<file path="config.mk">
export PLATFORM = sky130hd
export DESIGN_NAME = gmq_frontend
export DESIGN_NICKNAME = d
export VERILOG_FILES = /design/src/include/gmq_pkg.sv /design/src/hdl/gmq_frontend.sv
export SDC_FILE = /design/constraint.sdc
export NUM_CORES = 2
export LEC_CHECK = 0
export BUFFER_PORTS_ARGS = -buffer_cell sky130_fd_sc_hd__buf_4
export CAP_MARGIN = 30
export CELL_PAD_IN_SITES_DETAIL_PLACEMENT = 1
export CELL_PAD_IN_SITES_GLOBAL_PLACEMENT = 1
export CORE_MARGIN = 3
export CORE_UTILIZATION = 40
export DETAILED_ROUTE_END_ITERATION = 10
export PLACE_DENSITY_LB_ADDON = 0.1
export SYNTH_ARGS = -nofsm -noshare
export SYNTH_HDL_FRONTEND = slang
export SYNTH_SLANG_ARGS = --single-unit
export TNS_END_PERCENT = 20
</file>
<file path="constraint.sdc">
create_clock -name clk -period 5.7 [get_ports clk]
set_clock_uncertainty 0.05 [all_clocks]
set_input_delay 1.71 -clock clk [delete_from_list [all_inputs] [get_ports clk]]
set_output_delay 1.71 -clock clk [all_outputs]
set_load 0.01 [all_outputs]
</file>
<file path="src/include/gmq_pkg.sv">
// constants and state codes for the message queue front end
package gmq_pkg;
  localparam int unsigned IQ_DEPTH = 16;
  localparam int unsigned OQ_DEPTH = 16;
  localparam int unsigned IQ_W = 10;
  localparam int unsigned OQ_W = 9;
  localparam int unsigned EQ_DEPTH = 30;
  localparam logic [4:0] EQ_OVF_AT = 5'h1d;
  localparam logic [4:0] EQ_FULL = 5'h1e;
  localparam int unsigned ERR_W = 16;
  localparam logic [15:0] ERR_OVERFLOW = 16'hfea2;
  localparam logic [7:0] MSB_MASK = 8'h7f;
  localparam logic [7:0] CASE_BIT = 8'h20;
  localparam logic [7:0] CTRL_MAX = 8'h1f;
  localparam logic [7:0] CH_LF = 8'h0a;
  localparam logic [7:0] CH_CR = 8'h0d;
  localparam logic [7:0] CH_SP = 8'h20;
  localparam logic [7:0] CH_DQ = 8'h22;
  localparam logic [7:0] CH_SQ = 8'h27;
  localparam logic [7:0] CH_HASH = 8'h23;
  localparam logic [7:0] CH_SEMI = 8'h3b;
  localparam logic [7:0] CH_COLON = 8'h3a;
  localparam logic [7:0] CH_DOT = 8'h2e;
  localparam logic [7:0] CH_0 = 8'h30;
  localparam logic [7:0] CH_9 = 8'h39;
  localparam logic [7:0] CH_A_UP = 8'h41;
  localparam logic [7:0] CH_E_UP = 8'h45;
  localparam logic [7:0] CH_Z_UP = 8'h5a;
  localparam logic [7:0] CH_A_LO = 8'h61;
  localparam logic [7:0] CH_Z_LO = 8'h7a;
  localparam logic [15:0] DEC_BASE = 16'h000a;
  localparam logic [15:0] ESE_MAX = 16'h00ff;
  localparam logic [4:0] DEF_ADDR = 5'h18;
  localparam int unsigned MAV_BIT = 4;
  localparam int unsigned RQS_BIT = 6;
  typedef enum logic [5:0] {
    SC_PLAIN = 6'h01,
    SC_STR = 6'h02,
    SC_BHDR = 6'h04,
    SC_BLEN = 6'h08,
    SC_BDAT = 6'h10,
    SC_BINF = 6'h20
  } gmq_scan_e;
  typedef enum logic [2:0] {
    OW_BODY = 3'h1,
    OW_CR = 3'h2,
    OW_LF = 3'h4
  } gmq_ow_e;
endpackage

</file>
<file path="src/hdl/gmq_frontend.sv">
// message queue front end: input normaliser, output queue, error queue
`timescale 1ns/1ps
`default_nettype none

module gmq_fifo #(
  parameter int unsigned W = 8,
  parameter int unsigned DEPTH = 16
) (
  input wire logic clk, // system clock
  input wire logic rst_n, // sync reset, low
  input wire logic ce, // clock enable
  input wire logic flush, // drop all contents
  input wire logic in_valid, // write request
  output logic in_ready, // space available
  input wire logic [W-1:0] in_data, // write word
  output logic out_valid, // word available
  input wire logic out_ready, // read accept
  output logic [W-1:0] out_data, // oldest word
  output logic [$clog2(DEPTH+1)-1:0] count // words held
);
  localparam int unsigned AW = $clog2(DEPTH);
  localparam logic [AW-1:0] LAST = AW'(DEPTH - 1);
  logic [W-1:0] mem_q [DEPTH];
  logic [AW-1:0] wp_q, wp_d, rp_q, rp_d;
  logic [$clog2(DEPTH+1)-1:0] cnt_q, cnt_d;
  logic wr, rd;

  assign in_ready = (cnt_q != ($clog2(DEPTH+1))'(DEPTH));
  assign out_valid = (cnt_q != '0);
  assign out_data = mem_q[rp_q];
  assign count = cnt_q;
  assign wr = in_valid && in_ready && !flush;
  assign rd = out_valid && out_ready && !flush;

  always_comb begin
    wp_d = wp_q;
    rp_d = rp_q;
    cnt_d = cnt_q;
    if (flush) begin
      wp_d = '0;
      rp_d = '0;
      cnt_d = '0;
    end else begin
      if (wr) wp_d = (wp_q == LAST) ? '0 : AW'(wp_q + 1'b1);
      if (rd) rp_d = (rp_q == LAST) ? '0 : AW'(rp_q + 1'b1);
      if (wr && !rd) cnt_d = cnt_q + 1'b1;
      if (rd && !wr) cnt_d = cnt_q - 1'b1;
    end
  end

  always_ff @(posedge clk) begin
    if (!rst_n) begin
      wp_q <= '0;
      rp_q <= '0;
      cnt_q <= '0;
    end else if (ce) begin
      wp_q <= wp_d;
      rp_q <= rp_d;
      cnt_q <= cnt_d;
      if (wr) mem_q[wp_q] <= in_data;
    end
  end
endmodule // gmq_fifo

// Notes on behaviour
// - each byte taken from the bus flushes the output queue.
// - bit 7 of every received byte is cleared before storage.
// - strings and blocks pass unchanged; elsewhere lower case becomes upper case.
// - outside strings and blocks, control codes other than line feed become spaces.
// - outside strings and blocks, runs of blanks collapse to one blank.
// - a byte with EOI is followed by one line feed, never two.
// - parser starts on a line feed stored outside strings and blocks, on EOI, or when the input queue fills.
// - device clear, interface clear or reset empty the input queue.
// - addressed as talker, the output queue is sent in order.
// - responses end with CR then LF, EOI on the LF.
// - output queue stays empty without a query or after a faulty one.
// - status bit 4 shows whether the output queue holds data.
// - error queue holds 30 codes, oldest read first.
// - an error code already queued is not queued again.
// - beyond 29 errors the overflow code -350 takes the last slot.
// - semicolons separate commands; line feed or EOI ends a message.
// - a number without unit takes the default unit; scaled units accepted.
// - short or long keywords accepted; a leading colon is optional.
// - numbers may be integer, decimal or exponential; strings quote-matched.
// - event status enable takes 0 to 255 and reads back so.
// - bus address resets to 24 and only the front panel changes it.
// - front panel local key restores local unless lockout is set.
// - full handshakes, service request, device clear; no poll, trigger, control.
module gmq_frontend #(
  parameter logic [15:0] ERR_RANGE = 16'hff00 // code posted for bad enable value
) (
  input wire logic clk, // 20 MHz system clock
  input wire logic rst_n, // sync reset, low
  input wire logic ce, // clock enable
  input wire logic rx_valid, // acceptor has a byte
  output logic rx_ready_q, // byte may be taken
  input wire logic [7:0] rx_data, // received byte
  input wire logic rx_eoi, // byte came with EOI
  input wire logic dev_clear, // device clear pulse
  input wire logic ifc, // interface clear pulse
  output logic cmd_valid, // parser byte available
  input wire logic cmd_ready, // parser takes byte
  output logic [9:0] cmd_data, // {unit,raw,byte}
  output logic parse_start_q, // start parser pulse
  input wire logic resp_valid, // response byte
  output logic resp_ready_q, // response byte taken
  input wire logic [7:0] resp_data, // response data
  input wire logic resp_last, // last byte of response
  input wire logic resp_abort, // query had an error
  input wire logic talk_addr, // addressed to talk
  output logic tx_valid_q, // source has a byte
  input wire logic tx_ready, // source handshake done
  output logic [7:0] tx_data_q, // byte to send
  output logic tx_eoi_q, // send with EOI
  input wire logic [7:0] stb_src, // other status bits
  input wire logic [7:0] sre, // service request enable
  output logic [7:0] stb_q, // status byte
  output logic srq_q, // service request
  input wire logic err_post, // post an error code
  input wire logic [15:0] err_code, // code to post
  input wire logic err_pop, // remove oldest error
  input wire logic err_clear, // empty error queue
  output logic [15:0] err_head_q, // oldest error code
  output logic [4:0] err_cnt_q, // errors queued
  input wire logic ese_wr, // enable write
  input wire logic [15:0] ese_val, // enable value
  output logic [7:0] ese_q, // enable register
  input wire logic panel_addr_we, // front panel sets address
  input wire logic [4:0] panel_addr, // new address
  output logic [4:0] addr_q, // bus address
  input wire logic go_remote, // remote entered
  input wire logic ren, // remote enable level
  input wire logic llo, // local lockout level
  input wire logic panel_local, // local key pulse
  output logic remote_q // in remote state
);
  function automatic logic is_digit(input logic [7:0] b);
    return (b >= gmq_pkg::CH_0) && (b <= gmq_pkg::CH_9);
  endfunction

  function automatic logic is_upper(input logic [7:0] b);
    return (b >= gmq_pkg::CH_A_UP) && (b <= gmq_pkg::CH_Z_UP);
  endfunction

  function automatic logic [7:0] norm_char(input logic [7:0] b);
    if ((b >= gmq_pkg::CH_A_LO) && (b <= gmq_pkg::CH_Z_LO)) return b & ~gmq_pkg::CASE_BIT;
    if ((b <= gmq_pkg::CTRL_MAX) && (b != gmq_pkg::CH_LF)) return gmq_pkg::CH_SP;
    return b;
  endfunction

  logic iq_wv, iq_rdy, iq_flush, oq_wv, oq_rdy, oq_flush, oq_ov, oq_pop;
  logic [9:0] iq_wd;
  logic [8:0] oq_wd, oq_od;
  logic [4:0] iq_cnt, oq_cnt;

  gmq_fifo #(.W(gmq_pkg::IQ_W), .DEPTH(gmq_pkg::IQ_DEPTH)) u_iq (
    .clk(clk), .rst_n(rst_n), .ce(ce), .flush(iq_flush),
    .in_valid(iq_wv), .in_ready(iq_rdy), .in_data(iq_wd),
    .out_valid(cmd_valid), .out_ready(cmd_ready), .out_data(cmd_data), .count(iq_cnt)
  );

  gmq_fifo #(.W(gmq_pkg::OQ_W), .DEPTH(gmq_pkg::OQ_DEPTH)) u_oq (
    .clk(clk), .rst_n(rst_n), .ce(ce), .flush(oq_flush),
    .in_valid(oq_wv), .in_ready(oq_rdy), .in_data(oq_wd),
    .out_valid(oq_ov), .out_ready(oq_pop), .out_data(oq_od), .count(oq_cnt)
  );

  // input side
  gmq_pkg::gmq_scan_e sc_q, sc_d;
  logic hold_v_q, hold_v_d, hold_eoi_q, hold_eoi_d, pend_lf_q, pend_lf_d;
  logic [7:0] hold_b_q, hold_b_d, quote_q, quote_d;
  logic [3:0] ndig_q, ndig_d;
  logic [15:0] bcnt_q, bcnt_d;
  logic last_sp_q, last_sp_d, msg_start_q, msg_start_d, num_q, num_d;
  logic full_q, full_d, rx_ready_d, start_d, rx_take, clr;
  logic store, raw, unit;
  logic [7:0] b, m, sb;
  logic [15:0] bnext;

  assign rx_take = rx_valid && rx_ready_q;
  assign clr = dev_clear || ifc;

  always_comb begin
    sc_d = sc_q;
    hold_v_d = hold_v_q;
    hold_b_d = hold_b_q;
    hold_eoi_d = hold_eoi_q;
    pend_lf_d = pend_lf_q;
    quote_d = quote_q;
    ndig_d = ndig_q;
    bcnt_d = bcnt_q;
    last_sp_d = last_sp_q;
    msg_start_d = msg_start_q;
    num_d = num_q;
    start_d = 1'b0;
    iq_wv = 1'b0;
    iq_wd = '0;
    store = 1'b0;
    raw = 1'b1;
    unit = 1'b0;
    b = hold_b_q;
    m = norm_char(hold_b_q);
    sb = hold_b_q;
    bnext = 16'(bcnt_q * gmq_pkg::DEC_BASE + {8'h00, 8'(hold_b_q - gmq_pkg::CH_0)});
    iq_flush = 1'b0;
    if (pend_lf_q) begin
      if (iq_rdy) begin
        iq_wv = 1'b1;
        iq_wd = {2'b00, gmq_pkg::CH_LF};
        pend_lf_d = 1'b0;
        start_d = 1'b1;
      end
    end else if (hold_v_q && iq_rdy) begin
      hold_v_d = 1'b0;
      store = 1'b1;
      case (sc_q)
        gmq_pkg::SC_PLAIN: begin
          raw = 1'b0;
          sb = m;
          if ((b == gmq_pkg::CH_DQ) || (b == gmq_pkg::CH_SQ)) begin
            quote_d = b;
            sc_d = gmq_pkg::SC_STR;
            sb = b;
          end else if (b == gmq_pkg::CH_HASH) begin
            sc_d = gmq_pkg::SC_BHDR;
          end else if ((m == gmq_pkg::CH_SP) && last_sp_q) begin
            store = 1'b0;
          end else if ((m == gmq_pkg::CH_COLON) && msg_start_q) begin
            store = 1'b0;
          end
          // an E right after digits is an exponent, any other letter opens a unit
          unit = num_q && is_upper(m) && (m != gmq_pkg::CH_E_UP);
          num_d = is_digit(m) || (m == gmq_pkg::CH_DOT) || (num_q && (m == gmq_pkg::CH_E_UP));
          last_sp_d = (m == gmq_pkg::CH_SP);
          if (store && (m != gmq_pkg::CH_SP)) msg_start_d = 1'b0;
          if (m == gmq_pkg::CH_SEMI) num_d = 1'b0;
        end
        gmq_pkg::SC_STR: begin
          if (b == quote_q) sc_d = gmq_pkg::SC_PLAIN;
        end
        gmq_pkg::SC_BHDR: begin
          ndig_d = 4'(b - gmq_pkg::CH_0);
          bcnt_d = '0;
          if (!is_digit(b)) sc_d = gmq_pkg::SC_PLAIN;
          else if (b == gmq_pkg::CH_0) sc_d = gmq_pkg::SC_BINF;
          else sc_d = gmq_pkg::SC_BLEN;
        end
        gmq_pkg::SC_BLEN: begin
          bcnt_d = bnext;
          ndig_d = ndig_q - 1'b1;
          if (ndig_q == 4'h1) sc_d = (bnext == '0) ? gmq_pkg::SC_PLAIN : gmq_pkg::SC_BDAT;
        end
        gmq_pkg::SC_BDAT: begin
          bcnt_d = bcnt_q - 1'b1;
          if (bcnt_q == 16'h0001) sc_d = gmq_pkg::SC_PLAIN;
        end
        gmq_pkg::SC_BINF: begin
          sb = b;
        end
        default: sc_d = gmq_pkg::SC_PLAIN;
      endcase
      if (store) begin
        iq_wv = 1'b1;
        iq_wd = {unit, raw, sb};
      end
      if (store && (sb == gmq_pkg::CH_LF) && (sc_q == gmq_pkg::SC_PLAIN)) begin
        start_d = 1'b1;
        msg_start_d = 1'b1;
        num_d = 1'b0;
        last_sp_d = 1'b0;
      end
      if (hold_eoi_q) begin
        // eoi ends the message whatever the scanner was inside
        pend_lf_d = !(store && (sb == gmq_pkg::CH_LF));
        sc_d = gmq_pkg::SC_PLAIN;
        msg_start_d = 1'b1;
        num_d = 1'b0;
        last_sp_d = 1'b0;
        if (!pend_lf_d) start_d = 1'b1;
      end
    end
    if (rx_take) begin
      hold_v_d = 1'b1;
      hold_b_d = rx_data & gmq_pkg::MSB_MASK;
      hold_eoi_d = rx_eoi;
    end
    full_d = (iq_cnt == 5'(gmq_pkg::IQ_DEPTH));
    if (full_d && !full_q) start_d = 1'b1;
    if (clr) begin
      iq_flush = 1'b1;
      hold_v_d = 1'b0;
      pend_lf_d = 1'b0;
      sc_d = gmq_pkg::SC_PLAIN;
      msg_start_d = 1'b1;
      num_d = 1'b0;
      last_sp_d = 1'b0;
      start_d = 1'b0;
    end
    // one byte in flight keeps ready a plain flop; costs half the rate
    rx_ready_d = !hold_v_d && !pend_lf_d;
  end

  always_ff @(posedge clk) begin
    if (!rst_n) begin
      sc_q <= gmq_pkg::SC_PLAIN;
      hold_v_q <= 1'b0;
      hold_b_q <= '0;
      hold_eoi_q <= 1'b0;
      pend_lf_q <= 1'b0;
      quote_q <= '0;
      ndig_q <= '0;
      bcnt_q <= '0;
      last_sp_q <= 1'b0;
      msg_start_q <= 1'b1;
      num_q <= 1'b0;
      full_q <= 1'b0;
      rx_ready_q <= 1'b0;
      parse_start_q <= 1'b0;
    end else if (ce) begin
      sc_q <= sc_d;
      hold_v_q <= hold_v_d;
      hold_b_q <= hold_b_d;
      hold_eoi_q <= hold_eoi_d;
      pend_lf_q <= pend_lf_d;
      quote_q <= quote_d;
      ndig_q <= ndig_d;
      bcnt_q <= bcnt_d;
      last_sp_q <= last_sp_d;
      msg_start_q <= msg_start_d;
      num_q <= num_d;
      full_q <= full_d;
      rx_ready_q <= rx_ready_d;
      parse_start_q <= start_d;
    end
  end

  // output side
  gmq_pkg::gmq_ow_e ow_q, ow_d;
  logic resp_ready_d, resp_take, tx_valid_d, tx_eoi_d;
  logic [7:0] tx_data_d;

  assign resp_take = resp_valid && resp_ready_q;

  always_comb begin
    ow_d = ow_q;
    oq_wv = 1'b0;
    oq_wd = '0;
    oq_flush = rx_take || clr || resp_abort;
    tx_valid_d = tx_valid_q;
    tx_data_d = tx_data_q;
    tx_eoi_d = tx_eoi_q;
    oq_pop = 1'b0;
    if (resp_abort || clr) begin
      ow_d = gmq_pkg::OW_BODY;
    end else begin
      case (ow_q)
        gmq_pkg::OW_BODY: begin
          if (resp_take && !rx_take) begin
            oq_wv = 1'b1;
            oq_wd = {1'b0, resp_data};
            if (resp_last) ow_d = gmq_pkg::OW_CR;
          end
        end
        gmq_pkg::OW_CR: begin
          oq_wv = 1'b1;
          oq_wd = {1'b0, gmq_pkg::CH_CR};
          if (oq_rdy) ow_d = gmq_pkg::OW_LF;
        end
        gmq_pkg::OW_LF: begin
          oq_wv = 1'b1;
          oq_wd = {1'b1, gmq_pkg::CH_LF};
          if (oq_rdy) ow_d = gmq_pkg::OW_BODY;
        end
        default: ow_d = gmq_pkg::OW_BODY;
      endcase
    end
    if (tx_valid_q && tx_ready) tx_valid_d = 1'b0;
    if (talk_addr && oq_ov && !tx_valid_d && !oq_flush) begin
      oq_pop = 1'b1;
      tx_valid_d = 1'b1;
      tx_data_d = oq_od[7:0];
      tx_eoi_d = oq_od[8];
    end
    if (oq_flush) tx_valid_d = 1'b0;
    // ready from the count keeps one slot spare for the byte in flight
    resp_ready_d = (ow_d == gmq_pkg::OW_BODY) && (oq_cnt < 5'(gmq_pkg::OQ_DEPTH - 1));
  end

  always_ff @(posedge clk) begin
    if (!rst_n) begin
      ow_q <= gmq_pkg::OW_BODY;
      resp_ready_q <= 1'b0;
      tx_valid_q <= 1'b0;
      tx_data_q <= '0;
      tx_eoi_q <= 1'b0;
    end else if (ce) begin
      ow_q <= ow_d;
      resp_ready_q <= resp_ready_d;
      tx_valid_q <= tx_valid_d;
      tx_data_q <= tx_data_d;
      tx_eoi_q <= tx_eoi_d;
    end
  end

  // status, error queue, enable, address, remote
  logic [15:0] eq_q [gmq_pkg::EQ_DEPTH];
  logic [15:0] eq_d [gmq_pkg::EQ_DEPTH];
  logic [4:0] ecnt_d, ecnt_w;
  logic [7:0] stb_d, ese_d;
  logic [4:0] addr_d;
  logic remote_d, srq_d, post, dup;
  logic [15:0] pcode;

  always_comb begin
    stb_d = stb_src;
    stb_d[gmq_pkg::MAV_BIT] = oq_ov || tx_valid_q;
    stb_d[gmq_pkg::RQS_BIT] = 1'b0;
    srq_d = |(stb_d & sre);
    stb_d[gmq_pkg::RQS_BIT] = srq_d;
    ese_d = ese_q;
    post = err_post;
    pcode = err_code;
    if (ese_wr) begin
      if (ese_val <= gmq_pkg::ESE_MAX) begin
        ese_d = ese_val[7:0];
      end else if (!err_post) begin
        post = 1'b1;
        pcode = ERR_RANGE;
      end
    end
    eq_d = eq_q;
    ecnt_w = err_cnt_q;
    if (err_pop && (err_cnt_q != '0)) begin
      for (int i = 0; i < gmq_pkg::EQ_DEPTH - 1; i++) eq_d[i] = eq_q[i + 1];
      eq_d[gmq_pkg::EQ_DEPTH - 1] = '0;
      ecnt_w = err_cnt_q - 1'b1;
    end
    if (err_clear) ecnt_w = '0;
    dup = 1'b0;
    for (int i = 0; i < gmq_pkg::EQ_DEPTH; i++) begin
      if ((5'(i) < ecnt_w) && (eq_d[i] == pcode)) dup = 1'b1;
    end
    ecnt_d = ecnt_w;
    if (post && !dup && (ecnt_w < gmq_pkg::EQ_FULL)) begin
      eq_d[ecnt_w] = (ecnt_w == gmq_pkg::EQ_OVF_AT) ? gmq_pkg::ERR_OVERFLOW : pcode;
      ecnt_d = ecnt_w + 1'b1;
    end
    addr_d = panel_addr_we ? panel_addr : addr_q;
    remote_d = remote_q;
    if (go_remote) remote_d = 1'b1;
    if (panel_local && !llo) remote_d = 1'b0;
    if (!ren) remote_d = 1'b0;
  end

  always_ff @(posedge clk) begin
    if (!rst_n) begin
      stb_q <= '0;
      srq_q <= 1'b0;
      ese_q <= '0;
      err_cnt_q <= '0;
      err_head_q <= '0;
      for (int i = 0; i < gmq_pkg::EQ_DEPTH; i++) eq_q[i] <= '0;
      addr_q <= gmq_pkg::DEF_ADDR;
      remote_q <= 1'b0;
    end else if (ce) begin
      stb_q <= stb_d;
      srq_q <= srq_d;
      ese_q <= ese_d;
      err_cnt_q <= ecnt_d;
      err_head_q <= eq_d[0];
      eq_q <= eq_d;
      addr_q <= addr_d;
      remote_q <= remote_d;
    end
  end
endmodule // gmq_frontend

`default_nettype wire

</file>
Word level (Yosys, flattened, before mapping)
Memory sizes are Yosys's and may differ from the RTL's. A register that Yosys moved wholly into a read port is not among the register bits.
Index checks and enable logic that the tools add are counted.
{ "classes": {"addsub": 14, "n_mul": 1, "n_lt_le_gt_ge": 44, "eq_ne": 71, "mux": 174, "bitwise_logic": 3, "reduce_logical": 128} }
{ "op_table": {"columns": ["op", "count"], "rows": [
  ["480-bit 2-to-1 mux", 2],
  ["480-bit bitwise mux", 1],
  ["16-bit == test", 30],
  ["1-bit 2-to-1 mux", 105],
  ["16-bit demux with 5-bit select", 1],
  ["16-bit 2-to-1 mux", 5],
  ["8-bit 2-to-1 mux", 9],
  ["1-bit logical AND", 71],
  ["5-bit less-than comparator (first input constant)", 14],
  ["6-bit 2-to-1 mux", 11],
  ["4-bit 2-to-1 mux", 15],
  ["5-bit 2-to-1 mux", 10],
  ["16-bit case mux with 3 select lines", 1],
  ["4-bit by 5-bit less-than comparator with 1-bit output (first input constant)", 8],
  ["6-bit case mux with 6 select lines", 1],
  ["8-bit by 6-bit == test with 1-bit output (second input constant)", 4],
  ["10-bit 2-to-1 mux", 3],
  ["7-bit by 6-bit == test with 1-bit output (second input constant)", 4],
  ["9-bit case mux with 3 select lines", 1],
  ["3-bit by 5-bit less-than comparator with 1-bit output (first input constant)", 4],
  ["2-bit AND reduction", 10],
  ["16-bit by 8-bit adder with 16-bit output", 1],
  ["4-bit by 1-bit adder with 4-bit output (second input constant)", 4],
  ["16-bit by 1-bit == test with 1-bit output (second input constant)", 1],
  ["66 further kinds", 119]
]} }
{ "totals": {"reg_bits": 588, "ramBits": 304, "output_inout_bits": 68, "mem_count": 2} }
{ "mem_list": {"columns": ["name", "words", "word_bits", "rd", "rd_ports_with_merged_regs", "write_ports", "line_no", "source"], "rows": [
  ["u_iq.mem_q", 16, 10, 1, 1, 1, "gmq_frontend.sv:23", "logic [W-1:0] mem_q [DEPTH];"],
  ["u_oq.mem_q", 16, 9, 1, 1, 1, "gmq_frontend.sv:23", null]
]} }

Logic depth before layout (Yosys ltp)
{ "depth": {"ltp_word": 40, "depth_mapped": 21, "depth_no_buf": 18} }

Modules after synthesis
Synthesis repeated with hierarchy kept, for this count alone.
{ "unflattened": {"hier_cells": 5171, "hier_area_um2": 52567.9} }
{ "by_module_without_submodules": {"columns": ["module", "instances", "cells_per_inst", "area_each_um2", "seq_area_each_um2"], "rows": [
  ["gmq_frontend", 1, 4467, 38912.3, 11410.9],
  ["gmq_fifo at u_iq", 1, 363, 7139.3, 5144.9],
  ["gmq_fifo at u_oq", 1, 341, 6516.2, 4664.5]
]} }

Worst setup path after synthesis
No wires, ideal clock.
{ "synth_path": {"kind": "input to register", "start": "input port ese_val[10]", "end": "register eq_q[220] (netlist bit)", "t_arrival_ps": 5118, "slack_ps": 410, "path_stages": 14, "n_path_buf": 3, "cell_sequence": "nor4_1 a211o_1 buf_2 nand2_1 buf_2 xnor2_1 nand4_1 a2111oi_0 a2111oi_0 nand4_2 nor3b_2 nand2_2 buf_2 a221o_1"} }
{ "synth_between": {"elab_chain_len": 39} }
{ "synth_lines": {"columns": ["element", "line_no", "source"], "rows": [
  ["from (decl)", "gmq_frontend.sv:126", "input wire logic [15:0] ese_val,"],
  ["16-bit by 8-bit <= comparator with 1-bit output (*)", "gmq_frontend.sv:424", "if (ese_val <= gmq_pkg::ESE_MAX) begin"],
  ["16-bit 2-to-1 mux", "gmq_frontend.sv:424", null],
  ["16-bit 2-to-1 mux", "gmq_frontend.sv:423", "if (ese_wr) begin"],
  ["16-bit == test", "gmq_frontend.sv:441", "if ((5'(i) < ecnt_w) && (eq_d[i] == pcode)) dup = 1'b1;"],
  ["1-bit logical AND", "gmq_frontend.sv:441", null],
  ["1-bit 2-to-1 mux (30 in series)", "gmq_frontend.sv:441", null],
  ["1-bit logical NOT", "gmq_frontend.sv:444", "if (post && !dup && (ecnt_w < gmq_pkg::EQ_FULL)) begin"],
  ["1-bit logical AND (2 in series)", "gmq_frontend.sv:444", null],
  ["480-bit 2-to-1 mux (*)", "gmq_frontend.sv:444", null],
  ["to (signal assigned)", "gmq_frontend.sv:471", "eq_q <= eq_d;"],
  ["to (decl)", "gmq_frontend.sv:406", "logic [15:0] eq_q [gmq_pkg::EQ_DEPTH];"]
]} }
Mark *: on every way between the ends. The rest lies on a longest branch, timed or not.
A chain may end at the register's enable or synchronous reset.

Worst setup path in the final report
{ "layout_path": {"start": "input port err_pop", "end": "register eq_q[143] (netlist bit)"} }
{ "layout_between": {"elab_chain_len": 39} }
{ "layout_lines": {"columns": ["element", "line_no", "source"], "rows": [
  ["from (decl)", "gmq_frontend.sv:121", "input wire logic err_pop,"],
  ["1-bit logical AND (*)", "gmq_frontend.sv:433", "if (err_pop && (err_cnt_q != '0)) begin"],
  ["5-bit 2-to-1 mux", "gmq_frontend.sv:433", null],
  ["5-bit 2-to-1 mux", "gmq_frontend.sv:438", "if (err_clear) ecnt_w = '0;"],
  ["1-bit by 5-bit less-than comparator with 1-bit output", "gmq_frontend.sv:441", null],
  ["1-bit logical AND", "gmq_frontend.sv:441", null],
  ["1-bit 2-to-1 mux (30 in series)", "gmq_frontend.sv:441", null],
  ["1-bit logical NOT", "gmq_frontend.sv:444", null],
  ["1-bit logical AND (2 in series)", "gmq_frontend.sv:444", null],
  ["480-bit 2-to-1 mux (*)", "gmq_frontend.sv:444", null]
]} }
Marked as above.

==> flow_summary.ini <==
[hold_path]
holdCritPathClass = register to register

[clock_network]
cts_tree = built
numCtsBuffers = 105
numClockSinks = 888
htree_levels = 3
cts_hold_buf = 0
clk_pin_slew_ps = 60
clock-root-buffer = clkbuf_16
cts_buffer_depth = 3
clkLatencyLatePin_ps = 750

[cells_and_area]
syn_to_final_growth_pct = 23.2
final_area_um2 = 61400
fillers = 13600
drive_gt1_frac = 0.214
fin_nets = 5710
final_cell_count_no_fill = 7268

[synth]
yosys-top-cells-count = 600 x dfxtp_1, 501 x mux2i_1, 361 x nor3_1
synth_seq_cells = 888
synth_cell_types = 91
synth_flop_cell = dfxtp_1
syn_nets = 5204
synth-warning-count = 0
synth-async-reset-ratio = 0
syn-instance-count = 5047
synth_most_common_cell = dfxtp_1
synth_edf_count = 288
netlist.area_leader.share = 0.241
avgSynthCellArea_um2 = 9.87
synth_top_cell_by_area = dfxtp_1
synth_area_leaders = dfxtp_1 24%, edfxtp_1 17%, mux2i_1 10%
syn_area_um2 = 49800
synth_seq_area_share = 0.415

[global_route]
grt_pass1_wl_um = 311000
grt-ovfl-total = 0
grt_pass1_vias = 45400
grt_max_degree = 208
grt.total_usage = 0.317
antenna_found_initial = 16

[routing]
viasPerCell = 6.19
drtIter0Drc = 4569
wl_um = 211000
vias = 45000
drtPass1Iterations = 8
antenna_left = 0
drc = 0
wire_per_inst_um = 29.0

[power_and_ir_drop]
p_leak_nw = 23.3
vdd_ir_drop_max_mv = 0.254
p_sw_mw = 4.70
p_comb_frac = 0.160
power_density_nw_per_um2 = 269
p_int_mw = 11.8
power.share.clock = 0.430
swShare = 0.285
p_seq_frac = 0.411

[worst_setup_path]
critPathKind = input pin to register
critPathArrivalTime_ps = 6250
rr_startpoint = err_cnt_q[0]$_SDFFE_PN0P_
r2r_slack_ps = 110
cp_max_fo = 18
rr_worst_depth = 19
crit_path_end = eq_q[143]$_SDFFE_PN0P_
cp-start-kind = input pin
crit_start = err_pop
worstPathRequired_ps = 6280
endpoint_kind = register
reg2reg_to = eq_q[143]$_SDFFE_PN0P_

[sta]
worstMarginPinSlew_ps = 1460
setup_viol = 0
setup_tns_ps = 0
fmax_mhz = 176
final-max-slew-violation-count = 0
slew_headroom = 0.0267
hold_ws_ps = 407
timing.final.crit_share = 0.996
final_hold_viol_count = 0
min_period_ps = 5680
finalWorstSetupSlack_ps = 23.4

[floorplan]
fp.dieH_um = 359
row_count = 128
dieArea_um2 = 129000
io_pins = 159
core_um2 = 123000
die_width_um = 359
start_util = 0.406

[place]
port_buffers = 153
dp_hpwl_um = 149000
dp_slack_ps = -737
placed_cells = 7069
routabilityCongestion = 0.965
postPlaceCellArea_um2 = 57700

[status]
status = complete, no violations

[job]
maxCapViolations = 0
==> how the worst min path moves through the flow <==
stage	depth (start not counted)	from	end
detailed placement	1	eq_q[6]$_SDFFE_PN0P_	eq_q[6]$_SDFFE_PN0P_
global route	1	eq_q[3]$_SDFFE_PN0P_	eq_q[3]$_SDFFE_PN0P_
CTS	2	tx_data_q[1]$_SDFFE_PN0P_	tx_data_q[1]$_SDFFE_PN0P_
finish	2	tx_data_q[1]$_SDFFE_PN0P_	tx_data_q[1]$_SDFFE_PN0P_
global placement	2	addr_q[0]$_SDFFE_PN0P_	addr_q[0]$_SDFFE_PN0P_
floorplan	2	eq_q[439]$_SDFFE_PN0P_	eq_q[439]$_SDFFE_PN0P_
==> area by class of cell <==
cell class	count	area, um2	share of cell area
Sequential cell	888	20700	0.337
Clock inverter	40	527	0.00858
Timing Repair Buffer	862	7760	0.126
Antenna cell	6	15.0	0.000245
Multi-Input combinational cell	3653	27100	0.442
Tap cell	1625	2030	0.0331
Clock buffer	151	3110	0.0507
Inverter	43	166	0.00271
==> registers in the layout, indices dropped and copies added (netlist names), 6 cells and up, named ones only <==
name	flops
sc_q	6
b	7
stb_q	8
u_oq.mem_q	144
tx_data_q	8
quote_q	7
u_iq.mem_q	144
ese_q	8
bcnt_q	16
eq_q	480
==> stage by stage <==
step	total power [mW]	utilization
finish	16.5	0.500
global placement	9.44	0.470
global route	17.0	0.500
detailed placement	9.47	0.470
CTS	16.6	0.500
floorplan	8.18	-
==> metal layers <==
layer | share of wire | GRT usage
met1 | 0.44 | 0.440
met2 | 0.44 | 0.488
met3 | 0.078 | 0.0605
met4 | 0.039 | 0.119
met5 | 0.00013 | 0
==> timing repair <==
item                                    in CTS  in global routing
setup buffers                                0                  0
hold endpoints to repair                     0                  0
endpoints found under the setup margin       0                183
resized for setup                            0                  7
==> power by group through the flow <==
stage	sequential (mW)	clock, mW	combinational, mW
global route	6.78	7.47	2.75
finish	6.78	7.09	2.63
floorplan	6.82	0	1.36
CTS	6.77	7.22	2.58
detailed placement	6.91	0	2.57
global placement	6.90	0	2.54
==> cell families after synthesis <==
logic type      synth area share
flops                      0.415
buf+inv                   0.0455
xor+xnor                  0.0856
other cells            0.0000752
compound gates             0.142
mux                        0.142
simple gates               0.153
fa+ha+maj                 0.0172
==> layout by cell type (no fill, tap or decap), drive strengths merged, types with 24 or more instances in the layout <==
master	synthesis	final
a211oi	24	24
a21oi	133	133
a221o	122	122
a311oi	115	115
buf	198	862
clkbuf	265	151
clkinv	0	30
dfxtp	600	600
edfxtp	288	288
ha	62	62
inv	43	44
mux2i	501	501
mux4	90	90
nand2	360	360
nand3	125	125
nand4	59	59
nor2	226	226
nor3	362	362
nor4	94	94
o211ai	156	156
o21ai	234	234
o22ai	54	54
or3	166	166
xnor2	147	147
xor2	340	340
==> worst max-delay path, stage by stage <==
cell	delay, ps
buf_4	130
buf_4	220
nand2_8	120
buf_12	200
buf_4	330
buf_4	260
mux2i_1	290
xnor2_1	160
nand4_1	180
a2111oi_0	960
a2111oi_2	220
buf_4	220
nand4_4	110
buf_12	170
buf_4	240
nor2_1	200
or3_1	370
o211ai_1	120
(Power assumes the default switching activity.)
